--- src/amc_pkg.sv ---
package amc_pkg;

  // startup interval after sleep release; real part depends on reference capacitor
  localparam int unsigned CLK_HZ         = 50_000_000;
  localparam int unsigned STARTUP_US     = 130_000;
  localparam int unsigned STARTUP_CYCLES = STARTUP_US * (CLK_HZ / 1_000_000);
  // spurious warning glitch width allowed at power-up or sleep release
  localparam int unsigned GLITCH_NS      = 1_000;
  localparam int unsigned GLITCH_CYCLES  = GLITCH_NS / 20;
  localparam int unsigned SYNC_STAGES    = 2;

  typedef enum logic [1:0] {
    AMC_SLEEP,
    AMC_STARTUP,
    AMC_RUN
  } amc_state_t;

endpackage : amc_pkg

--- src/amc_sync.sv ---
`timescale 1ns/100ps
module amc_sync
  import amc_pkg::*;
#(
  parameter int WIDTH = 4
) (
  input  wire logic             clock,
  input  wire logic             arst_n,
  input  wire logic [WIDTH-1:0] async_in,
  output logic      [WIDTH-1:0] sync_out
);

  logic [WIDTH-1:0] meta_reg;

  // first stage is read only by the second stage
  always_ff @(posedge clock or negedge arst_n) begin
    if (!arst_n) begin
      meta_reg <= '0;
      sync_out <= '0;
    end else begin
      meta_reg <= async_in;
      sync_out <= meta_reg;
    end
  end

endmodule : amc_sync

--- src/amc_ctrl.sv ---
// Function
// - mute high forces all four bridge outputs low, muted state
// - mute low in normal operation passes the modulated pulse stream to all four outputs
// - overcurrent detection is disabled while muted
// - sleep high shuts down, holds outputs muted, minimum power
// - during sleep both detectors are off and warning is low
// - after sleep release, normal operation only after the startup interval
// - warning high when either overcurrent or overtemperature is reported
// - overcurrent warning stays latched after current returns to normal
// - latched overcurrent clears only by sleep low-high-low or power-up
// - warning raised when junction temperature exceeds its maximum
// - overtemperature warning clears by itself once cooled
// - overtemperature warning also cleared by sleep high or power-up
// - a short warning glitch may appear at power-up or sleep release
// - mute and sleep act on both channels at once
`timescale 1ns/100ps
module amc_ctrl
  import amc_pkg::*;
#(
  parameter int unsigned STARTUP_CNT = STARTUP_CYCLES
) (
  input  wire logic clock,
  input  wire logic arst_n,
  input  wire logic mute_in,
  input  wire logic sleep_in,
  input  wire logic overcurrent_in,
  input  wire logic overtemp_in,
  input  wire logic pulse_left_pos,
  input  wire logic pulse_left_neg,
  input  wire logic pulse_right_pos,
  input  wire logic pulse_right_neg,
  output logic      left_pos_out,
  output logic      left_neg_out,
  output logic      right_pos_out,
  output logic      right_neg_out,
  output logic      fault_warning_out,
  output logic      running_out,
  output logic      powered_down_out
);

  localparam int CW = $clog2(STARTUP_CNT + 1);

  //////////////////////////////////////////////////////////////////////////////
  // input synchronisation
  logic [3:0] sync_q;
  logic       mute_s;
  logic       sleep_s;
  logic       oc_s;
  logic       ot_s;

  amc_sync #(.WIDTH(4)) u_sync (
    .clock    (clock),
    .arst_n   (arst_n),
    .async_in ({mute_in, sleep_in, overcurrent_in, overtemp_in}),
    .sync_out (sync_q)
  );

  assign mute_s  = sync_q[3];
  assign sleep_s = sync_q[2];
  assign oc_s    = sync_q[1];
  assign ot_s    = sync_q[0];

  //////////////////////////////////////////////////////////////////////////////
  // power state sequencing
  amc_state_t     state_reg;
  logic [CW-1:0]  start_cnt_reg;
  logic           sleep_seen_reg;
  logic           running;

  assign running = (state_reg == AMC_RUN);

  always_ff @(posedge clock or negedge arst_n) begin
    if (!arst_n) begin
      state_reg     <= AMC_STARTUP; // power-up counts as a sleep release
      start_cnt_reg <= '0;
    end else begin
      case (state_reg)
        AMC_SLEEP: begin
          start_cnt_reg <= '0;
          if (!sleep_s) begin
            state_reg <= AMC_STARTUP;
          end
        end
        AMC_STARTUP: begin
          if (sleep_s) begin
            state_reg <= AMC_SLEEP;
          end else if (start_cnt_reg == CW'(STARTUP_CNT - 1)) begin
            state_reg <= AMC_RUN;
          end else begin
            start_cnt_reg <= start_cnt_reg + 1'b1;
          end
        end
        AMC_RUN: begin
          start_cnt_reg <= '0;
          if (sleep_s) begin
            state_reg <= AMC_SLEEP;
          end
        end
        default: begin
          state_reg <= AMC_SLEEP;
        end
      endcase
    end
  end

  // remembers that sleep went high since the last low, to catch low-high-low
  always_ff @(posedge clock or negedge arst_n) begin
    if (!arst_n) begin
      sleep_seen_reg <= 1'b0;
    end else if (sleep_s) begin
      sleep_seen_reg <= 1'b1;
    end else begin
      sleep_seen_reg <= 1'b0;
    end
  end

  //////////////////////////////////////////////////////////////////////////////
  // fault detection and warning
  logic oc_latch_reg;
  logic oc_live;
  logic ot_live;
  logic muted;

  // a sleep request or the sleep state both switch the detectors and warning off
  function automatic logic amc_asleep(input amc_state_t st, input logic req);
    return req || (st == AMC_SLEEP);
  endfunction : amc_asleep

  // one mute for both channels; sleep and startup also keep outputs muted
  assign muted   = mute_s || !running;
  assign oc_live = oc_s && running && !mute_s && !sleep_s;
  assign ot_live = ot_s && !amc_asleep(state_reg, sleep_s);

  always_ff @(posedge clock or negedge arst_n) begin
    if (!arst_n) begin
      oc_latch_reg <= 1'b0;
    end else if (oc_live) begin
      oc_latch_reg <= 1'b1;
    end else if (sleep_seen_reg && !sleep_s) begin
      // sleep falling completes low-high-low; the set above wins if coincident
      oc_latch_reg <= 1'b0;
    end
  end

  // no glitch is made at power-up or sleep release; hosts must filter one anyway,
  // so its absence is allowed rather than promised
  // overtemperature is not latched: it follows the detector and so self-clears
  always_ff @(posedge clock or negedge arst_n) begin
    if (!arst_n) begin
      fault_warning_out <= 1'b0;
    end else if (amc_asleep(state_reg, sleep_s)) begin
      fault_warning_out <= 1'b0;
    end else begin
      fault_warning_out <= oc_latch_reg || oc_live || ot_live;
    end
  end

  //////////////////////////////////////////////////////////////////////////////
  // bridge outputs
  always_ff @(posedge clock or negedge arst_n) begin
    if (!arst_n) begin
      left_pos_out  <= 1'b0;
      left_neg_out  <= 1'b0;
      right_pos_out <= 1'b0;
      right_neg_out <= 1'b0;
    end else if (muted) begin
      left_pos_out  <= 1'b0;
      left_neg_out  <= 1'b0;
      right_pos_out <= 1'b0;
      right_neg_out <= 1'b0;
    end else begin
      left_pos_out  <= pulse_left_pos;
      left_neg_out  <= pulse_left_neg;
      right_pos_out <= pulse_right_pos;
      right_neg_out <= pulse_right_neg;
    end
  end

  always_ff @(posedge clock or negedge arst_n) begin
    if (!arst_n) begin
      running_out      <= 1'b0;
      powered_down_out <= 1'b0;
    end else begin
      running_out      <= running;
      powered_down_out <= (state_reg == AMC_SLEEP);
    end
  end

  //////////////////////////////////////////////////////////////////////////////
  // assertions
  a_mute_forces_low: assert property (
    @(posedge clock) disable iff (!arst_n)
    mute_s |=> !left_pos_out && !left_neg_out && !right_pos_out && !right_neg_out)
    else $error("outputs not low while muted");

  a_run_passes_pulse: assert property (
    @(posedge clock) disable iff (!arst_n)
    (running && !mute_s) |=> (left_pos_out == $past(pulse_left_pos)) && (right_neg_out == $past(pulse_right_neg)))
    else $error("pulse stream not passed when unmuted");

  a_mute_no_oc: assert property (
    @(posedge clock) disable iff (!arst_n)
    (mute_s && !oc_latch_reg) |=> !oc_latch_reg)
    else $error("overcurrent latched while muted");

  a_sleep_warn_low: assert property (
    @(posedge clock) disable iff (!arst_n)
    sleep_s |=> !fault_warning_out && !running)
    else $error("warning or run during sleep");

  a_startup_wait: assert property (
    @(posedge clock) disable iff (!arst_n)
    (state_reg == AMC_STARTUP && start_cnt_reg == '0 && !sleep_s) |=> !running)
    else $error("run entered before startup interval");

  a_warn_on_fault: assert property (
    @(posedge clock) disable iff (!arst_n)
    (ot_live || oc_live) |=> fault_warning_out)
    else $error("warning missing on fault");

  a_oc_holds: assert property (
    @(posedge clock) disable iff (!arst_n)
    (oc_latch_reg && !sleep_s && !sleep_seen_reg) |=> oc_latch_reg)
    else $error("overcurrent latch dropped early");

  a_oc_clear_seq: assert property (
    @(posedge clock) disable iff (!arst_n)
    (sleep_seen_reg && !sleep_s && !oc_live) |=> !oc_latch_reg)
    else $error("overcurrent latch not cleared by sleep toggle");

  a_pulse_other_legs: assert property (
    @(posedge clock) disable iff (!arst_n)
    (running && !mute_s) |=> (left_neg_out == $past(pulse_left_neg)) && (right_pos_out == $past(pulse_right_pos)))
    else $error("pulse stream not passed on inner legs");

  a_oc_refused_idle: assert property (
    @(posedge clock) disable iff (!arst_n)
    (!running && !oc_latch_reg) |=> !oc_latch_reg)
    else $error("overcurrent latched outside normal operation");

  a_sleep_outs_low: assert property (
    @(posedge clock) disable iff (!arst_n)
    (state_reg == AMC_SLEEP) |=> !left_pos_out && !left_neg_out && !right_pos_out && !right_neg_out)
    else $error("outputs not low in sleep");

  a_down_flag: assert property (
    @(posedge clock) disable iff (!arst_n)
    (state_reg == AMC_SLEEP) |=> powered_down_out)
    else $error("powered down flag missing in sleep");

  a_sleep_blocks_oc: assert property (
    @(posedge clock) disable iff (!arst_n)
    (sleep_s && !oc_latch_reg) |=> !oc_latch_reg)
    else $error("overcurrent latched during sleep request");

  a_startup_length: assert property (
    @(posedge clock) disable iff (!arst_n)
    $rose(running) |-> ($past(state_reg) == AMC_STARTUP) && ($past(start_cnt_reg) == CW'(STARTUP_CNT - 1)))
    else $error("run entered without full startup interval");

  a_run_flag: assert property (
    @(posedge clock) disable iff (!arst_n)
    running |=> running_out)
    else $error("running flag missing in normal operation");

  a_warn_from_latch: assert property (
    @(posedge clock) disable iff (!arst_n)
    (oc_latch_reg && !amc_asleep(state_reg, sleep_s)) |=> fault_warning_out)
    else $error("latched overcurrent not shown on warning");

  a_oc_sets_latch: assert property (
    @(posedge clock) disable iff (!arst_n)
    oc_live |=> oc_latch_reg)
    else $error("overcurrent not latched");

  a_ot_raises_warn: assert property (
    @(posedge clock) disable iff (!arst_n)
    (ot_s && !amc_asleep(state_reg, sleep_s)) |=> fault_warning_out)
    else $error("overtemperature not shown on warning");

  a_ot_self_clear: assert property (
    @(posedge clock) disable iff (!arst_n)
    (!ot_s && !oc_latch_reg && !oc_live) |=> !fault_warning_out)
    else $error("warning stays without any fault");

  a_asleep_no_warn: assert property (
    @(posedge clock) disable iff (!arst_n)
    (state_reg == AMC_SLEEP) |-> !fault_warning_out)
    else $error("warning high in sleep state");

  a_both_chan_mute: assert property (
    @(posedge clock) disable iff (!arst_n)
    muted |=> !(left_pos_out || left_neg_out || right_pos_out || right_neg_out))
    else $error("a channel still driven while muted");

  a_sync_mute_lag: assert property (
    @(posedge clock) disable iff (!arst_n)
    $rose(mute_s) |-> $past(mute_in, 2))
    else $error("mute used without two stage synchroniser");

  a_sync_sleep_lag: assert property (
    @(posedge clock) disable iff (!arst_n)
    $rose(sleep_s) |-> $past(sleep_in, 2))
    else $error("sleep used without two stage synchroniser");

endmodule : amc_ctrl

--- config.mk ---
export PLATFORM = sky130hd
export DESIGN_NAME = amc_ctrl
export DESIGN_NICKNAME = d
export VERILOG_FILES = /design/src/amc_pkg.sv /design/src/amc_sync.sv /design/src/amc_ctrl.sv
export SDC_FILE = /design/constraint.sdc
export NUM_CORES = 1
export LEC_CHECK = 0
export ABC_CLOCK_PERIOD_IN_PS = 1850
export BUFFER_PORTS_ARGS = -buffer_cell sky130_fd_sc_hd__buf_2
export CAP_MARGIN = 10
export CORE_UTILIZATION = 52
export DETAILED_ROUTE_END_ITERATION = 8
export PLACE_DENSITY = 0.74
export SLEW_MARGIN = 20
export SYNTH_ARGS = -nofsm -noshare
export SYNTH_HDL_FRONTEND = slang
export SYNTH_SLANG_ARGS = --single-unit
--- constraint.sdc ---
create_clock -name clock -period 1.85 [get_ports clock]
set_clock_uncertainty 0.1 [all_clocks]
set_input_delay 0.0925 -clock clock [delete_from_list [all_inputs] [get_ports clock]]
set_output_delay 0.0925 -clock clock [all_outputs]
set_load 0.01 [all_outputs]
[Word-level counts from Yosys, hierarchy flattened]
Cells that the tools add are included.
Widths: inputs -> output; s select.
Word-level totals
  bits in registers: 42
  input port bits: 10
  logic and storage cells: 57
Operators by class
  add/sub/neg operators: 1
  eq/ne operators: 8
  multiplexer cells: 16
  reductions and logical operators: 19
Operators by type and width (number)
  $mux 23: 2
  $pmux 23 s2: 1
  $add 23x1->23 const B: 1
  $eq 23x23->1 const B: 1
  $mux 1: 8
  $mux 2: 4
  $ne 2x2->1 const B: 3
  $pmux 2 s3: 1
  $reduce_and 3->1: 2
  $logic_and 1x1->1: 5
  $logic_not 1->1: 4
  $logic_or 1x1->1: 4
  $reduce_bool 2->1: 2
  $ne 3x2->1 const B: 1
  $eq 2x1->1 const B: 1
  $eq 2x2->1 const B: 1
  $logic_not 2->1: 1
  $ne 2x1->1 const B: 1
  $reduce_or 2->1: 1

[Logic depth before layout (Yosys ltp)]
Gate-level depths: netlist of the first run.
  depth in word-level cells: 7
  mapped depth: 7

[Cells and area by module]
A second synthesis of the first run with hierarchy kept.
Unflattened totals
  cell total of the unflattened synthesis: 168
  area total of the unflattened synthesis: 1890.6 um2
Modules (own cells, without submodules)
  amc_ctrl: instances 1, cells an instance 160, area each 1690.4 um2
  amc_sync: instances 1, cells an instance 8, area each 200.2 um2

[Worst setup path before layout of the first run]
OpenSTA, ideal clock, no wires.
  path type: flip-flop to flip-flop
  start: reg start_cnt_reg[0]
  end: reg start_cnt_reg[19]
  data arrival time: 1.781 ns
  required time: 1.671 ns
  setup slack: -0.110 ns
  stages on the path, launching flop included: 8
  buffers on the path: 1
  cell sequence: dfrtp_1 > ha_1 > and4_1 > nand4_1 > o21ai_2 > buf_4 > nor4_1 > mux2i_1
On the way
  cells in the longest elaborated chain, start to end: 4
  elaborated cells on any way between the ends: 7
  those cells by class: add/sub: 1; eq/ne: 2; mux: 3; reduce/logical: 1
RTL lines
  from (decl): line amc_ctrl.sv:66  | logic [CW-1:0] start_cnt_reg;
  from (signal assigned): line amc_ctrl.sv:90  | start_cnt_reg <= start_cnt_reg + 1'b1;
  $add 23x1->23: line amc_ctrl.sv:90
  $mux 23: line amc_ctrl.sv:87  | end else if (start_cnt_reg == CW'(STARTUP_CNT - 1)) begin
  $mux 23: line amc_ctrl.sv:85  | if (sleep_s) begin
  $pmux 23 s2: line amc_ctrl.sv:77  | case (state_reg)
Several ways; a longest one is shown, not always the timed one. The select of a mux whose other input is x is not followed.
A chain may end at the register's enable or synchronous reset.

[Worst setup path after layout of the first run]
  start: reg start_cnt_reg[12]
  end: reg start_cnt_reg[3]
On the way
  cells in the longest elaborated chain, start to end: 3
RTL lines (line)
  $eq 23x23->1: amc_ctrl.sv:87
  $ne 2x2->1 (no source line)
  $reduce_and 3->1 (no source line)
Every way passes these cells.

==> flow_metrics.py, run 1 <==
metrics = {
    "cts": {
        "cts_made_buffers": 5,
        "cts_buffer_depth": 2,
        "cts-root-buf": "clkbuf_4",
        "cts.htree.levels": 2,
        "cts_sinks": 42,
        "cts.clk_slew.worst_paths_ps": 130,
        "cts_tree": "yes",
        "insertion_delay_ps": 360,
    },
    "place": {
        "place_congestion": 0.8986,
        "place_area_um2": 2211,
        "portBuffers": 16,
        "dp_hpwl_mm": 2.945,
    },
    "power": {
        "pwr-share-seq_pct": 57.5,
        "p_per_area_nw_per_um2": 649.1,
        "leakage_nw": 1.138,
        "irDropWorstVdd_mv": 0.4659,
        "internal_power_w": 0.001276,
        "swShare_pct": 22.72,
        "power_frac_clock_pct": 35.3,
        "p_switching_w": 0.0003751,
        "pwr-share-comb_pct": 7.2,
        "total_power_w": 0.001651,
    },
    "logic_synthesis": {
        "synth_top_area_share_pct": 55.22,
        "synthMuxAreaShare_pct": 0.5387,
        "synth_area_per_cell_um2": 10.68,
        "ys_ff_latch": 42,
        "yosys_warnings": 0,
        "synth_cells": 174,
        "synth_edf_count": 0,
        "synth-simple-area-share_pct": 24.85,
        "synth_compound_area_share_pct": 11.11,
        "syn_nets": 185,
        "synthArstFlopShare_pct": 100.0,
        "synthAdderAreaFrac_pct": 0.6734,
        "synth_top_family_by_area": "simple AND/OR/NAND/NOR gates",
        "synth_cell_types": 41,
        "syn-cell-area_um2": 1858,
        "synth-main-ff-cell": "dfrtp_1",
        "synth.largest_area_cell": "dfrtp_1",
        "synthXorXnorAreaFrac_pct": 3.771,
        "synth.area.top_cells": "dfrtp_1, nor2_1, nand3_1",
        "ys_seq_area_share_pct": 56.63,
    },
    "critical_path": {
        "worstPathCellList": "nor4b_2 > nand3_1 > o21ai_2 > buf_6 > buf_8 > nor3_4 > o21a_1",
        "setup.worst_path.end_class": "register",
        "path_class": "reg2reg",
        "cp_num_cells": 7,
        "rr_worst_depth": 7,
        "start_kind": "register",
        "cp.required_ps": 2000,
        "slowest_stage": "dfrtp_1",
        "crit_fanout": 7,
        "r2r_slack_ps": -50,
        "slowest_delay_ps": 420,
        "cp_top_family": "simple AND/OR/NAND/NOR gates",
        "cp.arrival_ps": 2050,
        "critPathBufInv": 2,
    },
    "routing": {
        "wire_per_inst_um": 16.11,
        "drt-total-wl_mm": 4.560,
        "antenna_left": 0,
        "vias": 1621,
        "first_pass_iters": 4,
        "drtIter0Drc": 108,
        "drcViolationCount": 0,
        "viasPerCell": 5.728,
    },
    "floorplan": {
        "dieArea_um2": 3816,
        "ioPinCount": 17,
        "rows": 21,
        "core_area_um2": 3390,
        "die_h_um": 61.78,
        "start_util_pct": 54.82,
        "dieWidth_um": 61.78,
    },
    "sta": {
        "max_freq_ghz": 0.5265,
        "hold_viol_final": 0,
        "rsz0062_at_grt": "true",
        "fin_ws_ps": -49.40,
        "tightestPinTransition_ps": 535.3,
        "fin_crit_sh_pct": 102.7,
        "tns_ps": -126.2,
        "slew_violations": 0,
        "slew_headroom_pct": 64.31,
        "period_minus_slack_ps": 1899,
        "setup_viol": 4,
    },
    "final_layout": {
        "area_growth_pct": 36.90,
        "largest_reg_flops": 23,
        "final_nets": 247,
        "post_route_cells_drive_above_1_share_pct": 36.71,
        "mostFrequentLayoutCells": "dfrtp_1, buf_4, buf_2, nor2_1, nand2_1",
        "final_common_cell": "dfrtp_1",
        "diodes": 0,
        "postLayoutCellArea_um2": 2544,
    },
    "global_route": {
        "grt_pass1_vias": 1509,
        "grt_max_degree": 27,
        "grt_pass1_wl_mm": 7.072,
        "track_usage_pct": 26.44,
        "grt-ovfl-total": 0,
        "antenna_found_initial": 0,
    },
    "min_path": {
        "hold_path_class": "in2async",
    },
    "outcome": {
        "status": "finished with violations",
        "violations": "negative setup slack",
    },
    "run": {
        "maxCapViolCount": 0,
    },
}
layer usage:
layer	part of all wire, %	GRT usage (%)	wire (µm)
met5	0	0	0
met4	2.2	7.302	99
met3	5.2	6.211	238
met2	53	45.78	2399
met1	40	33.38	1822
power groups by stage:
stage,Clock (W),Sequential (W),Combinational (W)
5_1_grt,0.000630,0.000952,0.000129
6_report,0.000582,0.000950,0.000118
3_3_place_gp,0,0.000965,0.0000802
2_1_floorplan,0,0.000963,0.0000322
3_5_place_dp,0,0.000968,0.0000838
4_1_cts,0.000593,0.000949,0.000112
timing repair:
action,in CTS,in global routing
buffers inserted,3,3
endpoints found under the hold margin,32,0
pin swaps,16,11
gates resized for setup,12,19
hold buffers,9,0
setup endpoints to repair,13,16
metrics by stage:
stage	instances	util, %	setup WS (ps)	hold WS (ps)
after floorplan	174	-	34.15	-303.1
after global placement	261	65.23	-46.65	-12.66
after detailed placement	261	65.23	-124.6	-2.207
after CTS	281	72.50	-39.41	145.5
after global routing	283	75.05	-105.6	191.8
final	283	75.05	-49.40	140.8
layout make-up:
class,count,area [µm²]
flip-flops and latches,42,1054
multi-input cells,123,883.3
fillers,206,845.8
repair buffers,60,455.4
well taps,46,57.56
clock buffers,6,41.29
clock inverters,2,37.54
inverters,4,15.01
path summary, 6_finish.rpt:
kind / start / endpoint
max reg2reg: start_cnt_reg[12] / start_cnt_reg[3]
max in group asynchronous: arst_n / start_cnt_reg[18]
min: arst_n / left_neg_out
min reg2reg: u_sync.meta_reg[1] / u_sync.sync_out[1]
max: start_cnt_reg[12] / start_cnt_reg[3]
min in group clock: u_sync.meta_reg[1] / u_sync.sync_out[1]
synthesized netlist by cell type, types with 3 or more instances:
cell / n
o21a_1: 6
nor3_1: 4
a21oi_1: 9
o31ai_1: 6
and4_1: 3
o21ai_0: 6
nand2_1: 11
buf_4: 3
dfrtp_1: 41
xor2_1: 6
inv_1: 3
nand4_1: 7
nand2b_1: 3
nor2_1: 15
nand3_1: 11
or4_1: 6
and2_1: 6
logic make-up after synthesis:
logic type / count (synthesis)
simple gates: 81
flops: 42
compound gates: 32
buf+inv: 9
xor+xnor: 8
mux: 1
fa+ha+maj: 1
No activity file was read; power rests on OpenSTA's default activity.
==> run 2: changes to the inputs <==
--- a/config.mk
+++ b/config.mk
@@ -12,3 +12,3 @@
 export DETAILED_ROUTE_END_ITERATION = 8
-export PLACE_DENSITY = 0.74
+export PLACE_DENSITY = 0.79
 export SLEW_MARGIN = 20
--- a/constraint.sdc
+++ b/constraint.sdc
@@ -4,2 +4,2 @@
 set_output_delay 0.0925 -clock clock [all_outputs]
-set_load 0.01 [all_outputs]
+set_load 0.1 [all_outputs]
==> run 2 against run 1 <==
  * The run still ends with negative setup slack left
  * Sequential share of layout area rose by 1.2 points
  * Non-clock buffer count decreased by 1
  * Utilization is 2.2 points lower
  * Worst hold slack worse by 19 ps
  * Critical path depth stayed put
  * Sequential power decreased by 0.5%
  * Largest power group unchanged
==> flow_metrics.py, run 2 (synthesis results as in run 1) <==
metrics = {
    "sta": {
        "rsz0062_at_grt": "true",
        "hold_viol_final": 0,
        "period_minus_slack_ps": 2004,
        "max_freq_ghz": 0.4990,
        "tightestPinTransition_ps": 485.6,
        "fin_hold_ws_ps": 122.2,
        "slew_headroom_pct": 67.85,
        "slew_violations": 0,
        "tns_ps": -1184,
        "fin_crit_sh_pct": 108.3,
        "fin_ws_ps": -153.8,
        "setup_viol": 13,
    },
    "min_path": {
        "hold_path_class": "in2async",
    },
    "critical_path": {
        "cp.arrival_ps": 2200,
        "crit_fanout": 13,
        "setup.worst_path.end_class": "register",
        "cp.required_ps": 2050,
        "path_class": "reg2reg",
        "start_kind": "register",
    },
    "place": {
        "dp_hpwl_mm": 2.857,
        "dp_slack_ps": -120.3,
        "dp_cells": 258,
        "portBuffers": 16,
        "place_congestion": 0.8031,
    },
    "final_layout": {
        "area_growth_pct": 32.93,
        "final_nets": 246,
        "postLayoutCoreUtil_pct": 72.87,
        "diodes": 0,
        "final_cells": 282,
        "regArea_um2": 1054,
        "mostFrequentLayoutCells": "dfrtp_1, buf_4, buf_2, nor2_1, nand2_1",
        "fillCellCount": 218,
        "multi_input_area_um2": 834.6,
        "final_common_cell": "dfrtp_1",
        "largest_reg_flops": 23,
        "post_route_cells_drive_above_1_share_pct": 34.32,
    },
    "floorplan": {
        "ioPinCount": 17,
        "die_h_um": 61.78,
        "core_area_um2": 3390,
        "start_util_pct": 54.82,
        "rows": 21,
        "dieWidth_um": 61.78,
        "dieArea_um2": 3816,
    },
    "global_route": {
        "grt_use_met1_pct": 31.97,
        "grt_pass1_vias": 1610,
        "use_met2_pct": 50.08,
        "antenna_found_initial": 0,
        "busiest_layer": "met2",
        "grt_util_met3_pct": 6.418,
        "grt-ovfl-total": 0,
        "track_usage_pct": 27.50,
        "grt_max_degree": 43,
        "grt_pass1_wl_mm": 7.279,
    },
    "run": {
        "maxCapViolCount": 0,
    },
    "cts": {
        "cts_buffer_depth": 2,
        "insertion_delay_ps": 360,
        "cts-root-buf": "clkbuf_4",
        "cts.htree.levels": 2,
        "cts_sinks": 42,
        "cts_tree": "yes",
        "cts.clk_slew.worst_paths_ps": 130,
        "cts_made_buffers": 5,
    },
    "routing": {
        "viasPerCell": 5.780,
        "first_pass_iters": 4,
        "antenna_left": 0,
        "drt-total-wl_mm": 4.660,
        "drtIter0Drc": 81,
        "drcViolationCount": 0,
        "wire_per_inst_um": 16.52,
        "vias": 1630,
    },
    "outcome": {
        "violations": "negative setup slack",
        "status": "finished with violations",
    },
    "power": {
        "p_per_area_nw_per_um2": 624.5,
        "irDropWorstVdd_mv": 0.5613,
        "leakage_nw": 1.117,
        "swShare_pct": 25.81,
        "internal_power_w": 0.001144,
        "pwr-share-comb_pct": 9.2,
        "pwr-share-seq_pct": 61.3,
        "power_frac_clock_pct": 29.5,
        "p_switching_w": 0.0003981,
    },
}
run 2: critical path, cell delays in order, from the launching register on:
cell and delay (ps):
dfrtp_1 420, ha_2 190, and4_4 190, nand4_1 130, o21ai_2 90, buf_12 160, or4_4 510, a21oi_2 150
run 2: routing by layer:
layer,vias up,part of all wire (%),wire (µm)
met3,15,6.2,288
li1,751,-,-
met1,796,39,1831
met5,-,0,0
met2,68,52,2425
met4,0,2.4,114
run 2: area by class of cell:
class	count	area share [%]
Clock buffer	5	1.520
Clock inverter	3	0.8612
Inverter	4	0.6079
Multi-Input combinational cell	123	33.79
Sequential cell	42	42.65
Tap cell	46	2.330
Timing Repair Buffer	59	18.24
run 2: final timing paths:
path                       slack (ps)  depth (start not counted)                 end          startpoint
min reg2reg                       270                          0  u_sync.sync_out[3]  u_sync.meta_reg[3]
max                              -150                          7   start_cnt_reg[17]    start_cnt_reg[1]
min                               120                          3   start_cnt_reg[21]              arst_n
min in group clock                270                          0  u_sync.sync_out[3]  u_sync.meta_reg[3]
max in group asynchronous        1270                          3        state_reg[0]              arst_n
max reg2reg                      -150                          7   start_cnt_reg[17]    start_cnt_reg[1]
run 2: stage by stage:
step / total power, W / area (µm²)
2_1_floorplan: 0.001009 / 1882
5_1_grt: 0.001591 / 2470
6_report: 0.001542 / 2470
3_3_place_gp: 0.001063 / 2213
3_5_place_dp: 0.001071 / 2213
4_1_cts: 0.001537 / 2416
run 2: power by group through the flow:
stage	clock network (W)	registers, W	logic (W)
detailed placement	0	0.000962	0.000109
CTS	0.000459	0.000944	0.000134
global route	0.000490	0.000947	0.000154
floorplan	0	0.000977	0.0000322
global placement	0	0.000960	0.000103
finish	0.000455	0.000945	0.000142
run 2: repair_timing:
| action | CTS | global route |
|---|---|---|
| gates cloned | 0 | 0 |
| endpoints found under the setup margin | 13 | 16 |
| resized for setup | 2 | 12 |
| pin swaps | 8 | 5 |
| endpoints found under the hold margin | 50 | 0 |
| hold buffers | 9 | 0 |
| setup buffers | 6 | 1 |
